--- config.mk ---
export PLATFORM = sky130hd
export DESIGN_NAME = wdc_watchdog
export DESIGN_NICKNAME = d
export VERILOG_FILES = /design/src/wdc_pkg.sv /design/src/wdc_watchdog.sv /design/src/wdc_wdt_counter.sv
export SDC_FILE = /design/constraint.sdc
export NUM_CORES = 1
export LEC_CHECK = 0
export BUFFER_PORTS_ARGS = -buffer_cell sky130_fd_sc_hd__buf_2
export CAP_MARGIN = 20
export CORE_ASPECT_RATIO = 1.4
export CORE_MARGIN = 4
export CORE_UTILIZATION = 40
export CTS_CLUSTER_SIZE = 14
export DETAILED_ROUTE_END_ITERATION = 7
export GPL_TIMING_DRIVEN = 1
export PLACE_DENSITY_LB_ADDON = 0.05
export SKIP_LAST_GASP = 1
export SLEW_MARGIN = 20
export SYNTH_ARGS = -nofsm -noshare
export SYNTH_HDL_FRONTEND = slang
export SYNTH_SLANG_ARGS = --single-unit
export TNS_END_PERCENT = 20
--- constraint.sdc ---
create_clock -name mclk -period 4.1 [get_ports mclk]
set_clock_uncertainty 0.2 [all_clocks]
set_input_delay 1.025 -clock mclk [delete_from_list [all_inputs] [get_ports mclk]]
set_output_delay 1.025 -clock mclk [all_outputs]
set_load 0.01 [all_outputs]
--- src/wdc_pkg.sv ---
// Package of constants for the watchdog and configuration word block
package wdc_pkg;

  // ----------------------------------------------------------------------
  // Register byte offsets
  // ----------------------------------------------------------------------
  localparam logic [7:0] OFS_OPTION = 8'h00;
  localparam logic [7:0] OFS_CMD = 8'h04;
  localparam logic [7:0] OFS_STATUS = 8'h08;
  localparam logic [7:0] OFS_CONFIG = 8'h0c;
  localparam logic [7:0] OFS_IRQ_STATUS = 8'h10;
  localparam logic [7:0] OFS_IRQ_MASK = 8'h14;
  localparam logic [7:0] OFS_COUNT = 8'h18;

  // ----------------------------------------------------------------------
  // Option register layout
  // ----------------------------------------------------------------------
  localparam int OPTION_W = 6;
  localparam logic [5:0] OPTION_RESET = 6'h3f;
  localparam int OPT_PRESCALER_ASSIGN = 3;
  localparam int OPT_RATIO_LSB = 0;
  localparam int RATIO_W = 3;

  // ----------------------------------------------------------------------
  // Command register bits
  // ----------------------------------------------------------------------
  localparam int CMD_WATCHDOG_CLEAR = 0;
  localparam int CMD_SLEEP = 1;

  // ----------------------------------------------------------------------
  // Status register bits
  // ----------------------------------------------------------------------
  localparam int ST_RUNNING = 0;
  localparam int ST_ASLEEP = 1;
  localparam int ST_IN_RESET = 2;
  localparam int ST_POWERDOWN_N = 3;
  localparam int ST_TIMEOUT_N = 4;

  // ----------------------------------------------------------------------
  // Configuration word layout
  // ----------------------------------------------------------------------
  localparam int CFG_W = 12;
  localparam int CFG_OSC_LSB = 0;
  localparam int CFG_OSC_W = 2;
  localparam int CFG_WDT_ENABLE = 2;
  localparam int CFG_PROTECT_LSB = 3;
  localparam logic [11:0] CFG_SINGLE_MASK = 12'h00f;
  localparam logic [11:0] CFG_MULTI_MASK = 12'hfff;

  typedef enum logic [1:0] {
    OSC_LOW_POWER_CRYSTAL = 2'h0,
    OSC_STANDARD_CRYSTAL = 2'h1,
    OSC_HIGH_SPEED_CRYSTAL = 2'h2,
    OSC_RESISTOR_CAPACITOR = 2'h3
  } wdc_osc_e;

  // ----------------------------------------------------------------------
  // Interrupt status bits
  // ----------------------------------------------------------------------
  localparam int IRQ_W = 2;
  localparam int IRQ_TIMEOUT = 0;
  localparam int IRQ_WAKE = 1;

  // ----------------------------------------------------------------------
  // Timing
  // ----------------------------------------------------------------------
  localparam int CLK_PERIOD_NS = 4;
  localparam int RESET_DELAY_MS = 18;
  localparam int RESET_DELAY_CYCLES =
    (RESET_DELAY_MS * 1000000) / CLK_PERIOD_NS;
  localparam int WDT_TIMEOUT_MS = 18;
  localparam int WDT_OSC_PERIOD_NS = 1000;
  localparam int WDT_BASE_TICKS =
    (WDT_TIMEOUT_MS * 1000000) / WDT_OSC_PERIOD_NS;
  localparam int COUNT_W = 24;

endpackage

--- src/wdc_watchdog.sv ---
// Watchdog, reset-delay timer, sleep control and configuration word
//
// Behaviour
// - Watchdog stops only through the enable fuse
// - Watchdog counts on its own oscillator, even asleep
// - Time-out forces device reset, also wakes from sleep
// - Time-out reset clears the active-low time-out flag
// - Reset-delay timer holds reset for 18 ms
// - Only external reset or time-out ends sleep
// - Config bits 1:0 select the oscillator type
// - Config bit 2 enables the watchdog
// - Multi variant: bits 11:3 are code protection
// - Single variant: bit 3 protects, 11:4 read zero
// - Prescaler serves Timer0 or watchdog, never both
// - Watchdog clear resets counter and assigned prescaler
// - Time-out 18 ms, prescaler extends up to 1:128
//
// Chosen here: the APB slave port and the address map.
`timescale 1ns/1ns
module wdc_watchdog #(
  parameter int RESET_DELAY_CYCLES = wdc_pkg::RESET_DELAY_CYCLES,
  parameter int WDT_BASE_TICKS = wdc_pkg::WDT_BASE_TICKS,
  parameter bit MULTI_PROTECT = 1'b1
) (
  input wire logic mclk,
  input wire logic sys_rst,
  input wire logic psel,
  input wire logic penable,
  input wire logic pwrite,
  input wire logic [7:0] paddr,
  input wire logic [31:0] pwdata,
  output logic [31:0] prdata,
  output logic pready,
  output logic pslverr,
  input wire logic wdtOscTick,
  input wire logic externalResetPin_n,
  input wire logic [wdc_pkg::CFG_W-1:0] configWordIn,
  output logic chipReset,
  output logic coreClockRun,
  output logic [wdc_pkg::CFG_OSC_W-1:0] oscillatorSelect,
  output logic watchdogEnableFuse,
  output logic [8:0] codeProtect,
  output logic prescalerToTimer0,
  output logic irq
);

  // ----------------------------------------------------------------------
  // Constants and state
  // ----------------------------------------------------------------------
  localparam logic [31:0] DRT_LAST = 32'(RESET_DELAY_CYCLES - 1);
  localparam logic [11:0] CFG_MASK =
    MULTI_PROTECT ? wdc_pkg::CFG_MULTI_MASK : wdc_pkg::CFG_SINGLE_MASK;

  typedef enum logic [1:0] {
    PH_HOLD,
    PH_RUN,
    PH_SLEEP
  } wdc_phase_e;

  typedef struct packed {
    logic [31:0] prdata;
    logic pready;
    logic pslverr;
    wdc_phase_e phase;
    logic [31:0] drtCnt;
    logic [wdc_pkg::OPTION_W-1:0] option;
    logic [wdc_pkg::CFG_W-1:0] cfg;
    logic cfgLoaded;
    logic timeoutFlag_n;
    logic powerdownFlag_n;
    logic clrPulse;
    logic [wdc_pkg::IRQ_W-1:0] irqStatus;
    logic [wdc_pkg::IRQ_W-1:0] irqMask;
    logic irq;
    logic chipReset;
    logic coreRun;
  } wdc_state_s;

  wdc_state_s s_q;
  wdc_state_s s_d;

  logic expire;
  logic [wdc_pkg::COUNT_W-1:0] wdtCount;
  logic wdtEnabled;
  logic useWdtPost;
  logic apbAccess;
  logic apbWrite;
  logic apbRead;
  logic [wdc_pkg::IRQ_W-1:0] irqSet;
  logic [31:0] rdValue;
  logic rdError;
  logic cmdClear;
  logic cmdSleep;

  function automatic logic isReg(input logic [7:0] a, input logic [7:0] ofs);
    isReg = (a == ofs);
  endfunction

  // Fuse bit is only ever taken from the sampled word; no register
  // write reaches it, so software cannot stop a running watchdog.
  assign wdtEnabled = s_q.cfg[wdc_pkg::CFG_WDT_ENABLE];
  assign useWdtPost = s_q.option[wdc_pkg::OPT_PRESCALER_ASSIGN];

  // ----------------------------------------------------------------------
  // Watchdog counter
  // ----------------------------------------------------------------------
  wdc_wdt_counter #(
    .BASE_TICKS(WDT_BASE_TICKS),
    .CW(wdc_pkg::COUNT_W)
  ) u_counter (
    .mclk(mclk),
    .sys_rst(sys_rst),
    .oscTick(wdtOscTick),
    .enable(wdtEnabled && s_q.cfgLoaded),
    .clear(s_q.clrPulse || s_q.phase == PH_HOLD),
    .usePost(useWdtPost),
    .ratio(s_q.option[wdc_pkg::OPT_RATIO_LSB +: wdc_pkg::RATIO_W]),
    .expire_q(expire),
    .count_q(wdtCount)
  );

  // ----------------------------------------------------------------------
  // Bus decode
  // ----------------------------------------------------------------------
  assign apbAccess = psel && penable && s_q.pready;
  assign apbWrite = apbAccess && pwrite;
  assign apbRead = psel && !penable && !pwrite;

  // Core instructions only act while the core is executing
  assign cmdClear = apbWrite && isReg(paddr, wdc_pkg::OFS_CMD) &&
    pwdata[wdc_pkg::CMD_WATCHDOG_CLEAR] && s_q.phase == PH_RUN;
  assign cmdSleep = apbWrite && isReg(paddr, wdc_pkg::OFS_CMD) &&
    pwdata[wdc_pkg::CMD_SLEEP] && s_q.phase == PH_RUN;

  always_comb begin
    rdValue = 32'h0000_0000;
    rdError = 1'b0;
    if (isReg(paddr, wdc_pkg::OFS_OPTION)) begin
      rdValue[wdc_pkg::OPTION_W-1:0] = s_q.option;
    end else if (isReg(paddr, wdc_pkg::OFS_CMD)) begin
      rdValue = 32'h0000_0000;
    end else if (isReg(paddr, wdc_pkg::OFS_STATUS)) begin
      rdValue[wdc_pkg::ST_RUNNING] = s_q.phase == PH_RUN;
      rdValue[wdc_pkg::ST_ASLEEP] = s_q.phase == PH_SLEEP;
      rdValue[wdc_pkg::ST_IN_RESET] = s_q.phase == PH_HOLD;
      rdValue[wdc_pkg::ST_POWERDOWN_N] = s_q.powerdownFlag_n;
      rdValue[wdc_pkg::ST_TIMEOUT_N] = s_q.timeoutFlag_n;
    end else if (isReg(paddr, wdc_pkg::OFS_CONFIG)) begin
      rdValue[wdc_pkg::CFG_W-1:0] = s_q.cfg;
    end else if (isReg(paddr, wdc_pkg::OFS_IRQ_STATUS)) begin
      rdValue[wdc_pkg::IRQ_W-1:0] = s_q.irqStatus;
    end else if (isReg(paddr, wdc_pkg::OFS_IRQ_MASK)) begin
      rdValue[wdc_pkg::IRQ_W-1:0] = s_q.irqMask;
    end else if (isReg(paddr, wdc_pkg::OFS_COUNT)) begin
      rdValue[wdc_pkg::COUNT_W-1:0] = wdtCount;
    end else begin
      rdError = 1'b1;
    end
  end

  // ----------------------------------------------------------------------
  // Next state
  // ----------------------------------------------------------------------
  always_comb begin
    s_d = s_q;
    irqSet = '0;
    s_d.clrPulse = 1'b0;

    // One wait-free access cycle: ready rises for the access phase
    s_d.pready = psel && !penable;
    s_d.pslverr = psel && !penable && rdError;
    if (apbRead) begin
      s_d.prdata = rdValue;
    end else if (psel && !penable) begin
      s_d.prdata = 32'h0000_0000;
    end

    // Configuration word is captured once, on the first cycle after
    // power-on reset, and is never written again while running.
    if (!s_q.cfgLoaded) begin
      s_d.cfg = configWordIn & CFG_MASK;
      s_d.cfgLoaded = 1'b1;
    end

    if (apbWrite) begin
      if (isReg(paddr, wdc_pkg::OFS_OPTION)) begin
        s_d.option = pwdata[wdc_pkg::OPTION_W-1:0];
      end
      if (isReg(paddr, wdc_pkg::OFS_IRQ_MASK)) begin
        s_d.irqMask = pwdata[wdc_pkg::IRQ_W-1:0];
      end
      if (isReg(paddr, wdc_pkg::OFS_IRQ_STATUS)) begin
        s_d.irqStatus = s_q.irqStatus & ~pwdata[wdc_pkg::IRQ_W-1:0];
      end
    end

    // Clear also resets the postscaler even with the watchdog fused off,
    // so a following move of the prescaler cannot fire a stale count.
    if (cmdClear) begin
      s_d.clrPulse = 1'b1;
      s_d.timeoutFlag_n = 1'b1;
      s_d.powerdownFlag_n = 1'b1;
    end
    if (cmdSleep) begin
      s_d.clrPulse = 1'b1;
      s_d.timeoutFlag_n = 1'b1;
      s_d.powerdownFlag_n = 1'b0;
      s_d.phase = PH_SLEEP;
    end

    unique case (s_q.phase)
      PH_HOLD: begin
        // Delay timer lets the crystal settle before the core runs
        if (s_q.drtCnt == DRT_LAST) begin
          s_d.phase = PH_RUN;
          s_d.drtCnt = 32'h0000_0000;
        end else begin
          s_d.drtCnt = s_q.drtCnt + 32'h0000_0001;
        end
      end
      PH_RUN: begin
      end
      PH_SLEEP: begin
        // No bus write leaves this phase; only the two resets below
      end
    endcase

    // Time-out acts in run and sleep alike, from inside the device
    if (expire && wdtEnabled && s_q.phase != PH_HOLD) begin
      s_d.phase = PH_HOLD;
      s_d.drtCnt = 32'h0000_0000;
      s_d.timeoutFlag_n = 1'b0;
      s_d.option = wdc_pkg::OPTION_RESET;
      s_d.clrPulse = 1'b0;
      irqSet[wdc_pkg::IRQ_TIMEOUT] = 1'b1;
      irqSet[wdc_pkg::IRQ_WAKE] = s_q.phase == PH_SLEEP;
    end

    // External reset holds the chip while the pin stays low
    if (!externalResetPin_n) begin
      irqSet[wdc_pkg::IRQ_WAKE] = s_q.phase == PH_SLEEP;
      s_d.phase = PH_HOLD;
      s_d.drtCnt = 32'h0000_0000;
      s_d.option = wdc_pkg::OPTION_RESET;
      s_d.clrPulse = 1'b0;
      if (s_q.phase != PH_SLEEP) begin
        s_d.timeoutFlag_n = s_q.timeoutFlag_n;
        s_d.powerdownFlag_n = s_q.powerdownFlag_n;
      end
    end

    // Hardware set wins over a same-cycle write-one clear
    s_d.irqStatus = s_d.irqStatus | irqSet;
    s_d.irq = |(s_d.irqStatus & s_d.irqMask);
    s_d.chipReset = s_d.phase == PH_HOLD;
    s_d.coreRun = s_d.phase == PH_RUN;
  end

  // ----------------------------------------------------------------------
  // State register
  // ----------------------------------------------------------------------
  always_ff @(posedge mclk or posedge sys_rst) begin
    if (sys_rst) begin
      s_q.prdata <= 32'h0000_0000;
      s_q.pready <= 1'b0;
      s_q.pslverr <= 1'b0;
      s_q.phase <= PH_HOLD;
      s_q.drtCnt <= 32'h0000_0000;
      s_q.option <= wdc_pkg::OPTION_RESET;
      s_q.cfg <= 12'h000;
      s_q.cfgLoaded <= 1'b0;
      s_q.timeoutFlag_n <= 1'b1;
      s_q.powerdownFlag_n <= 1'b1;
      s_q.clrPulse <= 1'b0;
      s_q.irqStatus <= 2'h0;
      s_q.irqMask <= 2'h0;
      s_q.irq <= 1'b0;
      s_q.chipReset <= 1'b1;
      s_q.coreRun <= 1'b0;
    end else begin
      s_q <= s_d;
    end
  end

  // ----------------------------------------------------------------------
  // Outputs
  // ----------------------------------------------------------------------
  assign prdata = s_q.prdata;
  assign pready = s_q.pready;
  assign pslverr = s_q.pslverr;
  assign chipReset = s_q.chipReset;
  assign coreClockRun = s_q.coreRun;
  assign irq = s_q.irq;
  assign oscillatorSelect =
    s_q.cfg[wdc_pkg::CFG_OSC_LSB +: wdc_pkg::CFG_OSC_W];
  assign watchdogEnableFuse = s_q.cfg[wdc_pkg::CFG_WDT_ENABLE];
  assign codeProtect = s_q.cfg[wdc_pkg::CFG_W-1:wdc_pkg::CFG_PROTECT_LSB];
  assign prescalerToTimer0 = !s_q.option[wdc_pkg::OPT_PRESCALER_ASSIGN];

endmodule

--- src/wdc_wdt_counter.sv ---
// Watchdog base counter with the shared postscaler stage
`timescale 1ns/1ns
module wdc_wdt_counter #(
  parameter int BASE_TICKS = wdc_pkg::WDT_BASE_TICKS,
  parameter int CW = wdc_pkg::COUNT_W
) (
  input wire logic mclk,
  input wire logic sys_rst,
  input wire logic oscTick,
  input wire logic enable,
  input wire logic clear,
  input wire logic usePost,
  input wire logic [wdc_pkg::RATIO_W-1:0] ratio,
  output logic expire_q,
  output logic [CW-1:0] count_q
);

  localparam logic [CW-1:0] BASE_LAST = CW'(BASE_TICKS - 1);

  typedef struct packed {
    logic [CW-1:0] base;
    logic [6:0] post;
    logic expire;
  } wdc_cnt_s;

  wdc_cnt_s s_q;
  wdc_cnt_s s_d;
  logic [6:0] postLast;

  always_comb begin
    postLast = 7'((8'h01 << ratio) - 8'h01);
    s_d = s_q;
    s_d.expire = 1'b0;
    if (clear || !enable) begin
      // Counter and postscaler restart together
      s_d.base = '0;
      s_d.post = '0;
    end else if (oscTick) begin
      if (s_q.base == BASE_LAST) begin
        s_d.base = '0;
        if (!usePost || s_q.post == postLast) begin
          s_d.post = '0;
          s_d.expire = 1'b1;
        end else begin
          s_d.post = s_q.post + 7'h01;
        end
      end else begin
        s_d.base = s_q.base + CW'(1);
      end
    end
    if (!usePost) begin
      s_d.post = '0;
    end
  end

  always_ff @(posedge mclk or posedge sys_rst) begin
    if (sys_rst) begin
      s_q <= '0;
    end else begin
      s_q <= s_d;
    end
  end

  assign expire_q = s_q.expire;
  assign count_q = s_q.base;

endmodule
== Word-level counts from Yosys, hierarchy flattened ==
Cells that the tools add are included.
Cells by class
  reductions and logical operators: 30
  eq/ne operators: 19
  bitwise gates (word level): 4
  muxes and demuxes: 54
  add/sub/neg operators: 4
  shift operators: 1
Operator list (count)
  24-bit 2-to-1 mux: 9
  32-bit 2-to-1 mux: 4
  40-bit 2-to-1 mux: 2
  22-bit 2-to-1 mux: 2
  34-bit 2-to-1 mux: 1
  32-bit by 1-bit adder with 32-bit output (second input constant): 1
  32-bit by 23-bit equality test with 1-bit output (second input constant): 1
  31-bit 2-to-1 mux: 1
  24-bit by 1-bit adder with 24-bit output (second input constant): 1
  24-bit by 15-bit equality test with 1-bit output (second input constant): 1
  8-bit by 5-bit equality test with 1-bit output (second input constant): 3
  12-bit 2-to-1 mux: 2
  19-bit 2-to-1 mux: 1
  18-bit 2-to-1 mux: 1
  6-bit 2-to-1 mux: 3
  8-bit by 4-bit equality test with 1-bit output (second input constant): 2
  2-bit 2-to-1 mux: 8
  1-bit logical AND: 14
  7-bit 2-to-1 mux: 2
  1-bit 2-to-1 mux: 12
  3-bit by 1-bit inequality test with 1-bit output (second input constant): 4
  3-bit 2-to-1 mux: 3
  8-bit by 3-bit equality test with 1-bit output (second input constant): 1
  8-bit logical NOT: 1
  20 further kinds: 32
Storage, ports and cells
  logic and storage cells: 131
  input bits: 59
  output and inout bits: 50
  register bits after elaboration: 129

== Depth between registers and ports, before layout ==
  word-level depth: 15
  depth in mapped cells: 9
  mapped depth without buffers: 7

== By module ==
From an unflattened synthesis, not the netlist that was laid out.
Second synthesis, totals
  cell total of the unflattened synthesis: 762
  area, all modules: 7049.3 µm²
By module, submodules not included
  wdc_watchdog: times used 1, area each 4773.3 µm², sequential area each 2238.4 µm², cells an instance 479
  wdc_wdt_counter: times used 1, area each 2275.9 µm², sequential area each 800.8 µm², cells an instance 283

== Least setup slack after synthesis ==
OpenSTA, ideal clock, no wires.
  kind: input to register
  from: input penable
  to: register, netlist name prdata[12]
  stages: 8
  setup slack: 1.443 ns
  data required time: 3.835 ns
  buffers on the path: 3
  setup time: 0.065 ns
  data arrival time: 2.392 ns
  cell sequence: nand2b_1 > buf_2 > or2_2 > clkbuf_1 > a21o_1 > nor3_2 > buf_2 > a22o_1
On the way
  longest elaborated chain between the ends: 4
  elaborated cells on any way between the ends: 5
  classes of those cells: 1 x mux; 4 x reduce/logical
Ends and longest elaborated chain
  start: declaration: RTL line wdc_watchdog.sv:28  | input wire logic penable,
  1-bit logical NOT (*): RTL line wdc_watchdog.sv:127, wdc_watchdog.sv:174
  1-bit logical AND (*): RTL line wdc_watchdog.sv:127, wdc_watchdog.sv:174
  1-bit logical AND: RTL line wdc_watchdog.sv:127  | assign apbRead = psel && !penable && !pwrite;
  32-bit 2-to-1 mux or 2-bit nonzero test (tied branches)
Mark *: on every way between the ends. The rest lies on a longest branch, timed or not.
A chain may end at the register's enable or synchronous reset.

== Worst setup path after layout ==
  from: register u_counter.s_q, in the netlist u_counter.count_q[7]
  to: register u_counter.s_q, in the netlist u_counter.count_q[3]
On the way
  longest elaborated chain between the ends: 4
Ends and longest elaborated chain
  start: declaration: RTL line wdc_wdt_counter.sv:26  | wdc_cnt_s s_q;
  start signal: assignment: RTL line wdc_wdt_counter.sv:58  | s_q <= '0;
  start signal: assignment: RTL line wdc_wdt_counter.sv:60  | s_q <= s_d;
  24-bit by 15-bit equality test with 1-bit output: RTL line wdc_wdt_counter.sv:39  | if (s_q.base == BASE_LAST) begin
  24-bit 2-to-1 mux: RTL line wdc_wdt_counter.sv:39
  32-bit 2-to-1 mux: RTL line wdc_wdt_counter.sv:38  | end else if (oscTick) begin
  31-bit 2-to-1 mux: RTL line wdc_wdt_counter.sv:34  | if (clear || !enable) begin
No other way between the ends. The select of a mux whose other input is x is not followed.

==> impl_summary.md <==
Outcome
The flow ran to the end, and the final reports show no timing, DRC or antenna violations.

CTS
Clock tree synthesis inserted a total of 17 buffers. For this design, the CTS-stage hold fixing added 0 buffers. The clock tree from TritonCTS is yes. The post-CTS clock slew at the launch and capture registers of the worst setup and hold paths is 0.05 ns. The number of clock sinks seen by CTS is 121. In this run, post-CTS repair resized a total of 0 instances. The post-CTS setup buffer count is 0. CTS placed an instance of clkbuf_16 at the clock tree root. The maximum clock path buffer count is 2.

The later pin in the worst-skew pair is clocked with a latency of 0.41 ns. The total number of H-tree levels is 4.

Finish
Counting the fill cells in the layout gives 1,516. The core utilization of the finished layout is a little under half. The post-layout net count is about 770. The post-route netlist has 22.13% of its cells at a drive strength greater than 1. The finished cells cover 7305 sq um. The number of standard cells in the layout, taps in and fillers out is 919. From synthesis to final layout, the design area changed by 12.42%.

The number of antenna diodes in the final layout is 0.

Die
109 I/O pins were placed. The floorplan step defined a core boundary enclosing 15,740 sq um. The floorplan die height is 158.8 um.

The area enclosed by the die boundary is 18,380 sq um. The floorplan has 54 rows. Once the floorplan was initialized, standard cells occupied 41.27% of the core. The horizontal die dimension is 115.7 um.

Critical path
The required time reported for the critical path endpoint is around 4.2 ns. The startpoint type of the worst setup path is a flip-flop. The type of element capturing the critical path is a flip-flop.

The register-to-register path setup slack is 1.13 ns. The count of cells along the worst register-to-register path is 6. The arrival time at the worst endpoint is 3.02 ns.

The worst setup path is of the reg2reg kind. The largest incremental delay on the critical path is 0.90 ns. The critical register-to-register path startpoint is u_counter.count_q[7]. The highest net fanout along the worst path is 25. The endpoint identified for the worst register-to-register timing path is u_counter.count_q[3]. The buffering stage count on the worst path with inverters included is 0. The top cell family by delay on the critical path is compound AO/OA/AOI/OAI gates. The largest individual stage delay along the critical path comes from the cell o21bai_2. The critical path goes through nor4b_1, nand4_1, o21bai_2, nor2_1, o21ai_0, o31ai_1.

Detailed routing
The detailed-router iteration count before antenna repair is 4. The via total after detailed routing is ~5,000. The number of DRC markers after the initial detailed-route iteration is 279. The number of nets with antenna violations after routing is 0.

Dividing the detail-routed wire length by the instance count gives 17.38 um. For this run, design rule violations remaining after detail routing come to 0. The routed via count divided by cell count is 5.473. After detailed routing, the total wire length is 15,970 um.

STA
Timing would allow up to about 0.34 GHz. The final critical path takes up 72.38% of the cycle. Setup slack on the critical path of the routed design comes to around 1.1 ns. For the pin with the worst max-slew slack, the measured transition is 1.032 ns. The clock period minus worst slack is between 2 and 3 ns. The count of pins over their slew limit was 0. The total setup violations reported at the end of the flow is 0. Setup repair after global routing left no endpoint under its margin.

Summed over all failing endpoints, the final setup total negative slack is 0 ns. The count of final hold-check violations is 0. Measured against its own limit, the worst slew margin works out to 31.18%.

Synth
The fraction of registers with async set/reset is 100.0%. Counting distinct cell types in the post-synthesis netlist gives 67. In the synthesized netlist the dominant register cell turns out to be dfrtp_1. The synthesis warning total is 0. Synthesis handed over a netlist of between 600 and 700 instances.

Of all cell types, the one taking the most synthesized area is dfrtp_1. The number of synthesized register bits is 121. The count of flip-flops with a built-in enable after synthesis is 0.

In the post-synthesis netlist, the cell with the most instances is dfrtp_1. The share of the Yosys chip area taken by registers is 46.77%. Counting instances in the post-synthesis netlist gives the leading cell types as dfrtp_1 (112), nand2_1 (64), o21ai_0 (59), nor2_1 (56), buf_4 (43). The mean cell area of the mapped netlist is 9.597 sq um. Ranked by total cell area, the synthesized netlist is headed by dfrtp_1 (43%), buf_4 (5.0%), o21ai_0 (4.5%). Of the post-synthesis cell area, the dominant cell type holds 43.13%. The netlist area before placement is 6497 sq um.

Global routing
The pin count of the biggest net entering global routing is 70. For this run the aggregate overflow at the end of global routing stands at 0. The initial antenna violation count was 2.

The via count of the first global-routing pass is 5,208. The first global-routing pass estimated 26,830 um of wire. The total routing usage reported by global routing is 18.33%.

Worst hold path
The hold path startpoint is s_q[60]. Counting instances, the worst hold path has a depth of 1. The sink of the worst hold path is s_q[60]. The path class of the tightest hold or removal check is reg2reg.

Place
The final estimated routing congestion in global placement is 0.8238. In this run the tool buffered the top-level ports with 74 buffer cells. Summing all placed instances gives a cell area of 6713 sq um. The placement-stage worst setup slack is 0.7976 ns. The total half-perimeter wirelength after legalization and detailed placement is 11,880 um. The number of placed instances, taps included, is approximately 900.

Power
Power spread over the standard cell area amounts to 390.6 nW/um^2. The static leakage power is around 3.3 nW. The highest ir drop seen on vdd is around 0.29 mV.

Job
The number of maximum-capacitance constraint violations is 0.
-- routing by layer --
| metal | vias up | routed length [um] | track usage (%) |
|---|---|---|---|
| met3 | 19 | 427 | 3.998 |
| met5 | - | 21 | 0 |
| met4 | 4 | 260 | 5.488 |
| met2 | 66 | 9198 | 35.09 |
| met1 | 2470 | 6064 | 19.52 |
| li1 | 2471 | - | - |
-- power by group --
group,switching [W],internal [W]
Clock,0.000513,0.000968
Combinational,0.0000833,0.0000456
Sequential,0.0000253,0.00122
Total,0.000622,0.00223
-- cell families (layout without fill, tap and decap cells) --
group / after synthesis / count (layout) / synth area share [%]
DFF: 121 / 121 / 46.77
adders and majority gates: 3 / 3 / 0.5778
muxes: 18 / 18 / 3.043
AOI/OAI and AO/OA: 159 / 159 / 15.77
xor gates and xnor gates: 26 / 26 / 3.505
other: 2 / 9 / 0.1156
and+or+nand+nor: 262 / 262 / 21.88
buffers and inverters: 86 / 125 / 8.338
-- stage by stage --
stage	hold slack, ns	power, W
2_1_floorplan	0.2366	0.001355
3_3_place_gp	0.2592	0.001394
3_5_place_dp	0.2661	0.001396
4_1_cts	0.2758	0.002894
5_1_grt	0.2977	0.002969
6_report	0.2735	0.002853
-- how the worst max path moves through the flow --
stage,start,end,slack [ns],cells past startpoint
floorplan,sys_rst,codeProtect[0],1.40,1
global placement,paddr[5],prdata[22],0.83,6
detailed placement,paddr[5],prdata[21],0.80,6
CTS,u_counter.count_q[7],u_counter.count_q[3],1.09,6
global route,u_counter.count_q[7],u_counter.count_q[10],0.95,6
finish,u_counter.count_q[7],u_counter.count_q[3],1.13,6
-- final cells by class --
cell class              count  area, sq um  share of cell area, %
flip-flops and latches    121         3039                  41.61
multi-input cells         477         2949                  40.37
clock buffers              24        501.7                  6.869
repair buffers             82        430.4                  5.892
well taps                 196        245.2                  3.357
clock inverters             7        90.09                  1.233
inverters                  12        48.80                 0.6680
-- state kept, by name, indices dropped and copies added (netlist names) --
name / count
pslverr: 1
u_counter.s_q: 7
codeProtect: 9
pready: 1
s_q: 48
u_counter.count_q: 24
u_counter.expire_q: 1
oscillatorSelect: 2
coreClockRun: 1
irq: 1
chipReset: 1
prdata: 24
watchdogEnableFuse: 1
-- layout by cell type (no fill, tap or decap), drive strengths merged, types with 6 or more instances in the layout --
cell type / count
dfrtp: 112
buf: 82
nand2: 64
o21ai: 62
nor2: 59
nand3: 39
clkbuf: 24
a21oi: 22
and3: 21
a22o: 18
nand4: 17
nor3: 17
a31oi: 14
xor2: 14
mux2: 14
nor4: 14
xnor2: 12
inv: 11
a22oi: 10
conb: 9
dfstp: 9
and4: 6
Note: power is estimated with default switching activity, not from simulation.
